### src/hw/drrcc_pkg.sv
// Package for the row, read and calibration command block.
// Assumes one clock and a controller on that same clock.
`default_nettype none
package drrcc_pkg;
	// Geometry
	localparam int ADDR_W = 15;
	localparam int BANK_W = 3;
	localparam int NBANKS = 8;
	localparam int DQ_W = 16;
	localparam int COL_W = 10;
	localparam int RL_DEPTH_DEF = 32;
	localparam int PADDR_W = 12;

	// Command codes on the command port
	typedef enum logic [2:0] {
		CMD_NOP = 3'b000,
		CMD_ACT = 3'b001,
		CMD_PRE = 3'b010,
		CMD_RD = 3'b011,
		CMD_WR = 3'b100,
		CMD_MRS = 3'b101
	} drrcc_cmd_t;

	// Per-bank state
	typedef enum logic [1:0] {
		BANK_IDLE = 2'b00,
		BANK_ACTIVE = 2'b01,
		BANK_PRECHARGING = 2'b10
	} drrcc_bank_state_t;

	// Address pin positions
	localparam int PIN_NIBBLE = 2;
	localparam int PIN_AUTO_CLOSE = 10;
	localparam int PIN_BURST_CHOP = 12;
	localparam int MR3_ENABLE_BIT = 2;

	// Mode register selection on the bank pins
	localparam logic [2:0] MR_FIRST = 3'h0;
	localparam logic [2:0] MR_THIRD = 3'h3;

	// First mode register burst-mode field and third mode register location field
	localparam logic [1:0] BM_FIXED8 = 2'h0;
	localparam logic [1:0] BM_OTF = 2'h1;
	localparam logic [1:0] BM_FIXED4 = 2'h2;
	localparam logic [1:0] LOC_PATTERN = 2'h0;

	// Burst shapes
	localparam logic [3:0] BEATS_FULL = 4'h8;
	localparam logic [3:0] BEATS_CHOP = 4'h4;
	localparam logic [2:0] UPPER_NIBBLE = 3'h4;

	// Register byte offsets
	localparam logic [11:0] REG_LATENCY = 12'h000;
	localparam logic [11:0] REG_PRECHARGE = 12'h004;
	localparam logic [11:0] REG_MODE_STATUS = 12'h008;
	localparam logic [11:0] REG_BANK_STATUS = 12'h00c;
	localparam logic [11:0] REG_ERRORS = 12'h010;

	// Field positions
	localparam int LAT_AL_LSB = 0;
	localparam int LAT_CL_LSB = 8;
	localparam int LAT_W = 5;
	localparam int TRP_W = 8;
	localparam int ERR_W = 16;

	// Reset values
	localparam logic [4:0] RESET_AL = 5'h00;
	localparam logic [4:0] RESET_CL = 5'h06;
	localparam logic [7:0] RESET_TRP = 8'h0e;

	// One entry of the read latency pipe
	typedef struct packed {
		logic vld;
		logic cal;
		logic pat;
		logic chop;
		logic [2:0] start;
		logic [5:0] row;
		logic [6:0] col;
	} drrcc_rd_t;
endpackage
`default_nettype wire

### src/hw/drrcc_bank_if.sv
// Interface between the command decoder and one bank tracker.
// Assumes the decoder drives the strobes for one cycle each.
`timescale 1ns/100ps
`default_nettype none
interface drrcc_bank_if;
	import drrcc_pkg::*;
	logic act;
	logic pre;
	logic [ADDR_W-1:0] row_in;
	logic [TRP_W-1:0] trp;
	drrcc_bank_state_t state;
	logic [ADDR_W-1:0] row;

	modport ctrl (output act, output pre, output row_in, output trp, input state, input row);
	modport bank (input act, input pre, input row_in, input trp, output state, output row);
endinterface
`default_nettype wire

### src/hw/drrcc_bank.sv
// One bank tracker: idle, active with an open row, or precharging.
// Assumes the decoder never activates a bank that is not idle.
`timescale 1ns/100ps
`default_nettype none
module drrcc_bank
	import drrcc_pkg::*;
(
	// Clock and reset
	input wire logic pclk,
	input wire logic presetn,
	// Decoder side
	drrcc_bank_if.bank bus
);
	drrcc_bank_state_t state_q, state_d;
	logic [ADDR_W-1:0] row_q, row_d;
	logic [TRP_W-1:0] cnt_q, cnt_d;

	always_comb begin
		state_d = state_q;
		row_d = row_q;
		cnt_d = cnt_q;
		if (bus.pre) begin
			state_d = BANK_PRECHARGING;
			cnt_d = (bus.trp == '0) ? TRP_W'(1) : bus.trp;
		end else if (bus.act && state_q == BANK_IDLE) begin
			state_d = BANK_ACTIVE;
			row_d = bus.row_in;
		end else begin
			case (state_q)
				BANK_PRECHARGING: begin
					if (cnt_q <= TRP_W'(1)) begin
						state_d = BANK_IDLE;
						cnt_d = '0;
					end else begin
						cnt_d = cnt_q - TRP_W'(1);
					end
				end
				BANK_IDLE: ;
				BANK_ACTIVE: ;
				default: state_d = BANK_IDLE;
			endcase
		end
	end

	always_ff @(posedge pclk or negedge presetn) begin
		if (!presetn) begin
			state_q <= BANK_IDLE;
			row_q <= '0;
			cnt_q <= '0;
		end else begin
			state_q <= state_d;
			row_q <= row_d;
			cnt_q <= cnt_d;
		end
	end

	assign bus.state = state_q;
	assign bus.row = row_q;
endmodule // drrcc_bank
`default_nettype wire

### src/hw/drrcc_top.sv
// Command-level core: bank tracking, read bursts and calibration readout.
// Assumes the controller runs on pclk and presents one command per cycle.
`timescale 1ns/100ps
`default_nettype none
module drrcc_top
	import drrcc_pkg::*;
#(
	parameter int RL_DEPTH = RL_DEPTH_DEF
) (
	// Clock and reset
	input wire logic pclk,
	input wire logic presetn,
	// APB slave
	input wire logic [PADDR_W-1:0] paddr,
	input wire logic psel,
	input wire logic penable,
	input wire logic pwrite,
	input wire logic [31:0] pwdata,
	output logic [31:0] prdata,
	output logic pready,
	output logic pslverr,
	// Command port
	input wire drrcc_cmd_t cmd_code,
	input wire logic [BANK_W-1:0] cmd_bank,
	input wire logic [ADDR_W-1:0] cmd_addr,
	// Read data
	output logic [DQ_W-1:0] dq_out,
	output logic dq_oe,
	output logic rd_valid,
	output logic cmd_refused
);
	// Bank trackers
	drrcc_bank_if bif[NBANKS]();
	drrcc_bank_state_t st [NBANKS];
	logic [ADDR_W-1:0] rows [NBANKS];
	logic [NBANKS-1:0] act_v, pre_v;
	logic [TRP_W-1:0] trp_q, trp_d;

	for (genvar g = 0; g < NBANKS; g++) begin : g_bank
		drrcc_bank u_bank (
			.pclk(pclk),
			.presetn(presetn),
			.bus(bif[g])
		);
		assign bif[g].act = act_v[g];
		assign bif[g].pre = pre_v[g];
		assign bif[g].row_in = cmd_addr;
		assign bif[g].trp = trp_q;
		assign st[g] = bif[g].state;
		assign rows[g] = bif[g].row;
	end

	// Mode state and software registers
	logic cal_en_q, cal_en_d;
	logic [1:0] loc_q, loc_d;
	logic [1:0] bm_q, bm_d;
	logic [LAT_W-1:0] al_q, al_d, cl_q, cl_d;
	logic [ERR_W-1:0] errcnt_q, errcnt_d;
	logic refuse_q, refuse_d;

	// Read pipe and burst state
	drrcc_rd_t pipe_q [RL_DEPTH];
	drrcc_rd_t pipe_d [RL_DEPTH];
	drrcc_rd_t ent_q, ent_d, push, nxt;
	logic [2:0] idx_q, idx_d;
	logic [3:0] left_q, left_d;
	logic [DQ_W-1:0] dq_q, dq_d;
	logic valid_q, valid_d;
	logic [LAT_W:0] rl;
	localparam int RLI_W = $clog2(RL_DEPTH);
	logic [RLI_W-1:0] rl_idx;

	// APB state
	logic [31:0] prdata_q, prdata_d;
	logic pready_q, pready_d, pslverr_q, pslverr_d;
	logic acc, wr_fire;
	logic any_busy, chop;

	// Command decode
	always_comb begin
		act_v = '0;
		pre_v = '0;
		refuse_d = 1'b0;
		cal_en_d = cal_en_q;
		loc_d = loc_q;
		bm_d = bm_q;
		push = '0;
		any_busy = 1'b0;
		for (int i = 0; i < NBANKS; i++) begin
			any_busy = any_busy | (st[i] != BANK_IDLE);
		end
		case (bm_q)
			BM_OTF: chop = ~cmd_addr[PIN_BURST_CHOP];
			BM_FIXED4: chop = 1'b1;
			default: chop = 1'b0;
		endcase
		push.chop = chop;
		push.start = chop && cmd_addr[PIN_NIBBLE] ? UPPER_NIBBLE : 3'h0;
		push.col = cmd_addr[COL_W-1:3];
		push.row = rows[cmd_bank][5:0];
		case (cmd_code)
			CMD_ACT: begin
				if (cal_en_q || st[cmd_bank] != BANK_IDLE) begin
					refuse_d = 1'b1;
				end else begin
					act_v[cmd_bank] = 1'b1;
				end
			end
			CMD_PRE: begin
				if (cal_en_q) begin
					refuse_d = 1'b1;
				end else if (cmd_addr[PIN_AUTO_CLOSE]) begin
					pre_v = '1;
				end else begin
					pre_v[cmd_bank] = 1'b1;
				end
			end
			CMD_RD: begin
				if (cal_en_q) begin
					push.vld = 1'b1;
					push.cal = 1'b1;
					push.pat = (loc_q == LOC_PATTERN);
				end else if (st[cmd_bank] != BANK_ACTIVE) begin
					refuse_d = 1'b1;
				end else begin
					push.vld = 1'b1;
					pre_v[cmd_bank] = cmd_addr[PIN_AUTO_CLOSE];
				end
			end
			CMD_WR: begin
				if (cal_en_q || st[cmd_bank] != BANK_ACTIVE) begin
					refuse_d = 1'b1;
				end else begin
					pre_v[cmd_bank] = cmd_addr[PIN_AUTO_CLOSE];
				end
			end
			CMD_MRS: begin
				if (cmd_bank == MR_THIRD) begin
					if (cmd_addr[MR3_ENABLE_BIT] && any_busy) begin
						refuse_d = 1'b1;
					end else begin
						cal_en_d = cmd_addr[MR3_ENABLE_BIT];
						loc_d = cmd_addr[1:0];
					end
				end else if (cal_en_q) begin
					refuse_d = 1'b1;
				end else if (cmd_bank == MR_FIRST) begin
					bm_d = cmd_addr[1:0];
				end
			end
			default: ;
		endcase
	end

	always_comb begin
		rl = {1'b0, al_q} + {1'b0, cl_q};
		if (rl == '0) begin
			rl_idx = '0;
		end else if (32'(rl) > RL_DEPTH) begin
			rl_idx = RLI_W'(RL_DEPTH - 1);
		end else begin
			rl_idx = RLI_W'(rl - 1'b1);
		end
	end

	// Read pipe, burst sequencer and data
	always_comb begin
		pipe_d[0] = push;
		for (int i = 1; i < RL_DEPTH; i++) begin
			pipe_d[i] = pipe_q[i-1];
		end
		nxt = pipe_q[rl_idx];
		ent_d = ent_q;
		idx_d = idx_q;
		left_d = left_q;
		// A new burst overrides the tail of the old one; spacing is the controller's job
		if (nxt.vld) begin
			ent_d = nxt;
			idx_d = nxt.start;
			left_d = nxt.chop ? BEATS_CHOP : BEATS_FULL;
		end else if (left_q != '0) begin
			idx_d = idx_q + 3'h1;
			left_d = left_q - 4'h1;
		end
		valid_d = (left_d != '0);
		if (!valid_d) begin
			dq_d = '0;
		// Bit on line zero of each lane
		end else if (ent_d.cal) begin
			dq_d = {7'h00, ent_d.pat & idx_d[0], 7'h00, ent_d.pat & idx_d[0]};
		end else begin
			dq_d = {ent_d.row, ent_d.col, idx_d};
		end
	end

	// APB slave, one wait state
	always_comb begin
		acc = psel & penable & ~pready_q;
		wr_fire = psel & penable & pready_q & pwrite;
		pready_d = acc;
		pslverr_d = 1'b0;
		prdata_d = prdata_q;
		al_d = al_q;
		cl_d = cl_q;
		trp_d = trp_q;
		errcnt_d = errcnt_q;
		if (acc) begin
			prdata_d = '0;
			case (paddr)
				REG_LATENCY: prdata_d = 32'({cl_q, 3'h0, al_q});
				REG_PRECHARGE: prdata_d = 32'(trp_q);
				REG_MODE_STATUS: prdata_d = 32'({bm_q, loc_q, cal_en_q});
				REG_BANK_STATUS: begin
					for (int i = 0; i < NBANKS; i++) begin
						prdata_d[2*i +: 2] = st[i];
					end
				end
				REG_ERRORS: prdata_d = 32'(errcnt_q);
				default: pslverr_d = 1'b1;
			endcase
		end
		if (wr_fire) begin
			case (paddr)
				REG_LATENCY: begin
					al_d = pwdata[LAT_AL_LSB +: LAT_W];
					cl_d = pwdata[LAT_CL_LSB +: LAT_W];
				end
				REG_PRECHARGE: trp_d = pwdata[TRP_W-1:0];
				REG_ERRORS: errcnt_d = '0;
				default: ;
			endcase
		end
		// A refusal in the clearing cycle still counts
		if (refuse_q && errcnt_d != '1) begin
			errcnt_d = errcnt_d + ERR_W'(1);
		end
	end

	always_ff @(posedge pclk or negedge presetn) begin
		if (!presetn) begin
			cal_en_q <= 1'b0;
			loc_q <= '0;
			bm_q <= BM_FIXED8;
			al_q <= RESET_AL;
			cl_q <= RESET_CL;
			trp_q <= RESET_TRP;
			errcnt_q <= '0;
			refuse_q <= 1'b0;
			prdata_q <= '0;
			pready_q <= 1'b0;
			pslverr_q <= 1'b0;
		end else begin
			cal_en_q <= cal_en_d;
			loc_q <= loc_d;
			bm_q <= bm_d;
			al_q <= al_d;
			cl_q <= cl_d;
			trp_q <= trp_d;
			errcnt_q <= errcnt_d;
			refuse_q <= refuse_d;
			prdata_q <= prdata_d;
			pready_q <= pready_d;
			pslverr_q <= pslverr_d;
		end
	end

	always_ff @(posedge pclk or negedge presetn) begin
		if (!presetn) begin
			for (int i = 0; i < RL_DEPTH; i++) begin
				pipe_q[i] <= '0;
			end
			ent_q <= '0;
			idx_q <= '0;
			left_q <= '0;
			dq_q <= '0;
			valid_q <= 1'b0;
		end else begin
			for (int i = 0; i < RL_DEPTH; i++) begin
				pipe_q[i] <= pipe_d[i];
			end
			ent_q <= ent_d;
			idx_q <= idx_d;
			left_q <= left_d;
			dq_q <= dq_d;
			valid_q <= valid_d;
		end
	end

	assign prdata = prdata_q;
	assign pready = pready_q;
	assign pslverr = pslverr_q;
	assign dq_out = dq_q;
	assign dq_oe = valid_q;
	assign rd_valid = valid_q;
	assign cmd_refused = refuse_q;
endmodule // drrcc_top
`default_nettype wire

### config.mk
export PLATFORM = sky130hd
export DESIGN_NAME = drrcc_top
export DESIGN_NICKNAME = d
export VERILOG_FILES = /design/src/hw/drrcc_pkg.sv /design/src/hw/drrcc_bank_if.sv /design/src/hw/drrcc_bank.sv /design/src/hw/drrcc_top.sv
export SDC_FILE = /design/constraint.sdc
export NUM_CORES = 1
export LEC_CHECK = 0
export ABC_CLOCK_PERIOD_IN_PS = 4700
export BUFFER_PORTS_ARGS = -buffer_cell sky130_fd_sc_hd__buf_2
export CAP_MARGIN = 20
export CORE_UTILIZATION = 50
export DETAILED_ROUTE_END_ITERATION = 12
export PLACE_DENSITY = 0.69
export RECOVER_POWER = 50
export SLEW_MARGIN = 40
export SYNTH_ARGS = -nofsm -noshare
export SYNTH_HDL_FRONTEND = slang
export SYNTH_SLANG_ARGS = --single-unit
### constraint.sdc
create_clock -name pclk -period 4.7 [get_ports pclk]
set_input_delay 0.705 -clock pclk [delete_from_list [all_inputs] [get_ports pclk]]
set_output_delay 0.705 -clock pclk [all_outputs]
set_load 0.005 [all_outputs]
==> results of run 1 <==
## flip-flops by register name (all words and copies together), names as in the netlist
name                     cells
errcnt_q                    16
pready                       1
dq_out                      16
cl_q                         5
al_q                         5
cal_en_q                     1
pipe_d                     558
prdata                      16
idx_q                        3
pslverr                      1
ent_q                       15
bif.trp                      8
g_bank.u_bank.cnt_q         64
g_bank.u_bank.bus.row       48
dq_oe                        1
left_q                       4
loc_q                        2
g_bank.u_bank.bus.state     16
pipe_q                      18
cmd_refused                  1
bm_q                         2
## per-stage QoR
stage | instance area, µm² | setup WS (ns) | hold slack, ns
finish | 36500 | 0.216 | 0.186
global placement | 33600 | 0.254 | 0.350
floorplan | 32000 | 0.0314 | 0.346
CTS | 36400 | 0.206 | 0.145
global route | 36500 | 0.00610 | 0.172
detailed placement | 33600 | 0.231 | 0.354
## synthesized netlist by cell type (22+ instances only)
cell type / n / area, µm²
xnor2_1: 22 / 193
nor2_1: 154 / 578
a21oi_1: 118 / 591
mux2_2: 86 / 968
ha_1: 28 / 350
dfrtp_1: 796 / 19900
a22oi_1: 28 / 210
buf_1: 27 / 101
nor4_1: 25 / 156
nand3_1: 158 / 791
mux2i_1: 44 / 440
o21ai_0: 121 / 606
and3_1: 22 / 138
nor3_1: 42 / 210
nand2_1: 391 / 1470
o22ai_1: 22 / 138
clkbuf_1: 132 / 495
inv_1: 51 / 191
nand2b_1: 25 / 156
o221ai_1: 98 / 858
a31oi_1: 55 / 344
## cell families after synthesis
| group | Yosys count | synth area share (%) |
|---|---|---|
| simple gates | 907 | 12.9 |
| flops | 801 | 62.8 |
| compound gates | 613 | 13.6 |
| buf+inv | 238 | 3.07 |
| mux | 139 | 5.05 |
| xor+xnor | 47 | 1.38 |
| fa+ha+maj | 30 | 1.19 |
| other cells | 1 | 0.0117 |
## worst max-delay path, delay by kind of cell (launching register included)
kind | cells | cell delay [ns]
AO/OA/AOI/OAI | 5 | 1.06
flip-flops | 1 | 0.38
adder cells (fa/ha/maj) | 3 | 0.94
AND/OR/NAND/NOR | 3 | 1.27
multiplexers | 1 | 0.18
buffers and inverters | 3 | 0.51
## repair_timing
action	CTS	global route
buffers inserted	0	3
endpoints found under the setup margin	0	14
endpoints found under the hold margin	0	29
resized for setup	0	3
hold buffers	0	1
## cells in the final DEF (no fill, tap or decap), drive strengths merged, types with 19 or more instances in the layout
cell type | netlist | final
a21oi | 119 | 119
a22oi | 28 | 28
a31oi | 55 | 55
and3 | 22 | 22
buf | 54 | 164
clkbuf | 133 | 128
dfrtp | 796 | 796
ha | 28 | 28
inv | 51 | 55
mux2 | 86 | 86
mux2i | 44 | 44
nand2 | 391 | 391
nand2b | 25 | 25
nand3 | 158 | 158
nor2 | 156 | 156
nor2b | 19 | 19
nor3 | 43 | 43
nor4 | 26 | 26
o21ai | 123 | 123
o221ai | 98 | 98
o22ai | 22 | 22
xnor2 | 24 | 24
xor2 | 23 | 23
## path summary, 6_finish.rpt
| path | end | cells past startpoint |
|---|---|---|
| worst min-delay path | pipe_d[605]$_DFF_PN0_ | 1 |
| worst max register to register | ent_q[18]$_DFF_PN0_ | 15 |
| worst max-delay path | ent_q[18]$_DFF_PN0_ | 15 |
| max in group asynchronous | pipe_d[447]$_DFF_PN0_ | 3 |
| min in group asynchronous | pipe_q[4]$_DFF_PN0_ | 2 |
| worst min register to register | pipe_d[442]$_DFF_PN0_ | 0 |
## area by class of cell
type,instances,area [µm²]
clock inverter,30,484
multi-input combinational,1752,11100
tap,846,1060
sequential,801,20100
inverter,51,191
timing repair buffer,176,1300
fill,5258,26600
clock buffer,117,2330
## report_power, final
part           switching (mW)  internal (mW)  leakage [nW]
clock                    2.73           3.99          1.37
combinational            1.22          0.939          4.66
sequential              0.590           7.56          10.3
total                    4.54           12.5          16.3
## metal layers
layer,part of all wire (%),GRT usage [%],vias to the layer above
li1,-,-,10100
met1,45,35.3,11500
met2,47,38.2,689
met3,5.6,4.08,136
met4,2.2,7.37,4
met5,0.024,0,-
==> results by group, run 1 <==
Floorplan
  – Starting Density: 50.6%
  – Die Area: 64900 µm²
  – Io pins: 123
  – Die Ht: 255 µm
  – Core area: 63100 µm²
  – Row cnt: 92
  – DIE WIDTH: 255 µm

Timing
  – Achievable frequency: 223 MHz
  – Final hold violations: 0
  – Setup TNS: 0 ns
  – Endpoints failing setup: 0
  – Rel. slew slack: -82.8%
  – Worst-Margin Slew: 2.74 ns
  – Final Max Tran Viols: 46
  – Fin crit period: 4.48 ns
  – Fin crit share: 95.4%
  – Layout Skew: 0.0259 ns
  – RSZ-0062 raised after global routing: false

GRT
  – Global route overflow: 0
  – Pin count of the biggest net entering global routing: 114
  – GRT Total Usage: 24.5%
  – Vias in the first global route: 22300
  – First-pass GRT wire length: 125000 µm
  – Initial antenna violation count: 2

Drt
  – Final WL: 77700 µm
  – Mean routed wirelength per cell: 20.6 µm
  – DR iter-0 viols: 2012
  – DRC: 0
  – Pre-antenna DRT Iters: 8
  – DRT antenna net count: 0
  – DR vias/cell: 5.94
  – Via count: 22400

Synthesis
  – Top FF cell, synth: dfrtp_1
  – Synth Register Bits: 801
  – Mapped Area: 31900 µm²
  – Unique masters post-synth: 88
  – Number of synthesized flops with an enable pin: 0
  – Yosys warns: 0
  – Cells after synthesis: 2776
  – Avg Cell Area, Syn: 11.5 µm²
  – Ys async rst share: 100%
  – Seq/Total Area, Yosys: 62.8%

Clock tree
  – Clock tree buffer depth: 3
  – Num CTS Buffers: 82
  – Latest clock arrival within the worst-skew pair: 0.64 ns
  – H-tree levels: 3
  – Root Buffer: clkbuf_16
  – Sink Count: 801
  – CTS tree: done
  – Clock transition at the registers of the reported paths: 0.06 ns

Setup path
  – Slowest cell delay on critical path: 0.58 ns
  – WP data required: 5.19 ns
  – Worst setup startpoint: al_q[0]$_DFFE_PN0P_
  – Origin of the critical flop-to-flop path: al_q[0]$_DFFE_PN0P_
  – Crit path cell chain: ha_2 > inv_1 > fa_1 > ha_1 > nor2b_1 > mux2i_1 > buf_4 > o311ai_1 > o21ai_0 > o22ai_1 > a21oi_1 > or4_4 > or4_1 > buf_4 > a21boi_0
  – Kind of critical path: reg -> reg
  – Slowest CP cell: or4_1
  – CP dominant cell by count: buf_4
  – Critical path launch point type: register
  – Reg2Reg Setup Slack: 0.22 ns
  – CP endpoint kind: register
  – CP arrival: 4.98 ns
  – Critical Path Fanout Max: 15

Finish
  – # diodes: 0
  – Share of layout cells above drive strength 1: 15.0%
  – Final nets: 2963
  – Final Non-Filler Cells: 3773
  – Synthesis-to-finish area growth: 14.3%
  – Final core occ: 57.8%

Placed design
  – Routability cong.: 0.894
  – Cells after DPL: 3620
  – # port buffers: 84
  – Detailed Place HPWL: 49500 µm

Worst hold path
  – Hold Crit Start: cmd_addr[8]
  – Hold WC Path Type: in -> reg

Flow run
  – Max_cap viols: 1

Run status
  – Outcome: complete, but fails checks
  – Violated checks: max-capacitance violations, max-slew violations

Pwr
  – Power density over the cells: 467 nW/µm²
  – PnR Total Power: 17.0 mW
  – Worst vdd ir: 0.413 mV
  – Static Leak: 16.3 nW
No activity file was read; power rests on OpenSTA's default activity.
==> inputs of run 2 (changes only) <==
Settings changed: ABC_CLOCK_PERIOD_IN_PS 4700 to 5400, PLACE_DENSITY 0.69 to 0.67, REMOVE_ABC_BUFFERS set to 1.
Clock period 4.7 ns to 5.4 ns, I/O delays scaled along.
==> results by group, run 2 (synthesis gave the netlist of run 1 again) <==
Timing
  – Worst-Margin Slew: 3.37 ns (was 2.74 ns)
  – Layout Skew: 0.0302 ns (was 0.0259 ns)
  – Fin crit period: 4.68 ns (was 4.48 ns)
  – Rel. slew slack: -125% (was -82.8%)
  – Setup TNS: 0 ns (unchanged)
  – Endpoints failing setup: 0 (unchanged)
  – Achievable frequency: 214 MHz (was 223 MHz)
  – Fin worst setup slack: 0.720 ns (was 0.216 ns)
  – Final Max Tran Viols: 55 (was 46)
  – RSZ-0062 raised after global routing: false (unchanged)
  – Final hold violations: 0 (unchanged)
  – Fin crit share: 86.7% (was 95.4%)

Finish
  – Post-route cell area: 36400 µm² (was 36500 µm²)
  – Final nets: 2934 (was 2963)
  – Share of layout cells above drive strength 1: 14.5% (was 15.0%)
  – Synthesis-to-finish area growth: 13.9% (was 14.3%)
  – Final core occ: 57.6% (was 57.8%)
  – Commonest non-fill, non-tap cells in the layout: dfrtp_1 (796), nand2_1 (389), nand3_1 (158) (unchanged)
  – Max FFs per register: 558 (unchanged)
  – Most common cell after layout, fill and taps aside: dfrtp_1 (unchanged)
  – # diodes: 0 (unchanged)

Setup path
  – CP arrival: 5.19 ns (was 4.98 ns)
  – Critical path launch point type: register (unchanged)
  – WP data required: 5.91 ns (was 5.19 ns)
  – CP endpoint kind: register (unchanged)
  – Critical Path Fanout Max: 15 (unchanged)
  – Reg2reg path depth: 14 (was 15)
  – Kind of critical path: reg -> reg (unchanged)
  – Origin of the critical flop-to-flop path: cl_q[1]$_DFFE_PN1P_ (was al_q[0]$_DFFE_PN0P_)
  – Reg2Reg Setup Slack: 0.72 ns (was 0.22 ns)
  – R2R Path End: ent_q[18]$_DFF_PN0_ (unchanged)

Clock tree
  – Post-CTS setup buffer count: 0 (unchanged)
  – Clock transition at the registers of the reported paths: 0.06 ns (about the same)
  – Latest clock arrival within the worst-skew pair: 0.64 ns (about the same)
  – Root Buffer: clkbuf_16 (unchanged)
  – H-tree levels: 3 (unchanged)
  – Gates resized, CTS repair: 0 (unchanged)
  – Hold Buf Count CTS: 0 (unchanged)
  – Sink Count: 801 (unchanged)
  – CTS tree: done (unchanged)
  – Clock tree buffer depth: 3 (unchanged)
  – Num CTS Buffers: 83 (was 82)

Floorplan
  – Starting Density: 50.6% (unchanged)
  – Core area: 63100 µm² (unchanged)
  – Io pins: 123 (unchanged)
  – Die Ht: 255 µm (unchanged)
  – Row cnt: 92 (unchanged)
  – DIE WIDTH: 255 µm (unchanged)
  – Die Area: 64900 µm² (unchanged)

Run status
  – Violated checks: max-capacitance violations, max-slew violations (unchanged)
  – Outcome: complete, but fails checks (unchanged)

Worst hold path
  – Hold Path Cell Cnt: 1 (unchanged)
  – Hold WC Path Type: in -> reg (unchanged)
  – Hold Crit Start: cmd_addr[9] (was cmd_addr[8])
  – Hold worst-path end: pipe_d[606]$_DFF_PN0_ (was pipe_d[605]$_DFF_PN0_)

Pwr
  – Worst vdd ir: 0.249 mV (was 0.413 mV)
  – Static Leak: 16.2 nW (was 16.3 nW)
  – PnR Total Power: 14.9 mW (was 17.0 mW)
  – Power density over the cells: 410 nW/µm² (was 467 nW/µm²)

Drt
  – DRC: 0 (unchanged)
  – Via count: 22400 (about the same)
  – Pre-antenna DRT Iters: 8 (unchanged)
  – Final WL: 79300 µm (was 77700 µm)
  – DR iter-0 viols: 1872 (was 2012)
  – DRT antenna net count: 0 (unchanged)
  – DR vias/cell: 5.97 (was 5.94)
  – Mean routed wirelength per cell: 21.2 µm (was 20.6 µm)

GRT
  – Initial antenna violation count: 0 (was 2)
  – GRT Total Usage: 25.0% (was 24.5%)
  – First-pass GRT wire length: 127000 µm (was 125000 µm)
  – Pin count of the biggest net entering global routing: 138 (was 114)
  – Global route overflow: 0 (unchanged)
  – Vias in the first global route: 22700 (was 22300)

Flow run
  – Max_cap viols: 1 (unchanged)

Placed design
  – Placed Area: 33500 µm² (was 33600 µm²)
  – Detailed Place HPWL: 48100 µm (was 49500 µm)
  – Routability cong.: 0.881 (was 0.894)
  – # port buffers: 84 (unchanged)
  – Post-placement setup slack: 0.636 ns (was 0.231 ns)
## run 2: final cells by class
cell class | instances | area (µm²)
clock inverters | 37 | 569
inverters | 51 | 191
multi-input cells | 1752 | 11100
repair buffers | 146 | 1080
fillers | 5234 | 26700
flip-flops and latches | 801 | 20100
clock buffers | 113 | 2310
well taps | 846 | 1060
## run 2: worst max-delay path by stage
stage	endpoint	cells after the start	slack (ns)	from
6_report	ent_q[18]$_DFF_PN0_	14	0.72	cl_q[1]$_DFFE_PN1P_
3_5_place_dp	ent_q[18]$_DFF_PN0_	13	0.64	cl_q[1]$_DFFE_PN1P_
2_1_floorplan	ent_q[18]$_DFF_PN0_	11	-2.71	al_q[0]$_DFFE_PN0P_
4_1_cts	ent_q[18]$_DFF_PN0_	13	0.64	cl_q[1]$_DFFE_PN1P_
5_1_grt	ent_q[18]$_DFF_PN0_	14	0.47	cl_q[1]$_DFFE_PN1P_
3_3_place_gp	ent_q[18]$_DFF_PN0_	13	0.74	cl_q[1]$_DFFE_PN1P_
## run 2: report_power, final
part	internal, mW	leakage [nW]	total, mW	switching, mW
Clock	3.48	1.38	5.91	2.44
Sequential	6.58	10.3	7.11	0.527
Combinational	0.815	4.53	1.88	1.06
## run 2: per-stage QoR
step	cells	hold WS, ns
after global routing	3746	0.254
after global placement	3593	0.351
after floorplan	2604	0.346
final	3746	0.264
after detailed placement	3596	0.357
after CTS	3746	0.0848
## run 2: layer usage
layer	vias up	track usage [%]	wire (µm)
met1	11400	34.5	34200
met4	0	9.02	2160
met5	-	0	0
met2	724	39.8	37900
li1	10100	-	-
met3	147	4.74	5060
## run 2: worst max-delay path, stage by stage, from the launching register on
cell	delay, ns
dfstp_2	0.57
inv_1	0.08
fa_1	0.59
ha_1	0.21
nor2b_1	0.19
mux2i_1	0.14
buf_4	0.21
o311ai_1	0.51
o21ai_0	0.26
o22ai_1	0.18
a21oi_1	0.13
or4_4	0.52
or4_1	0.53
buf_4	0.26
a21boi_0	0.17
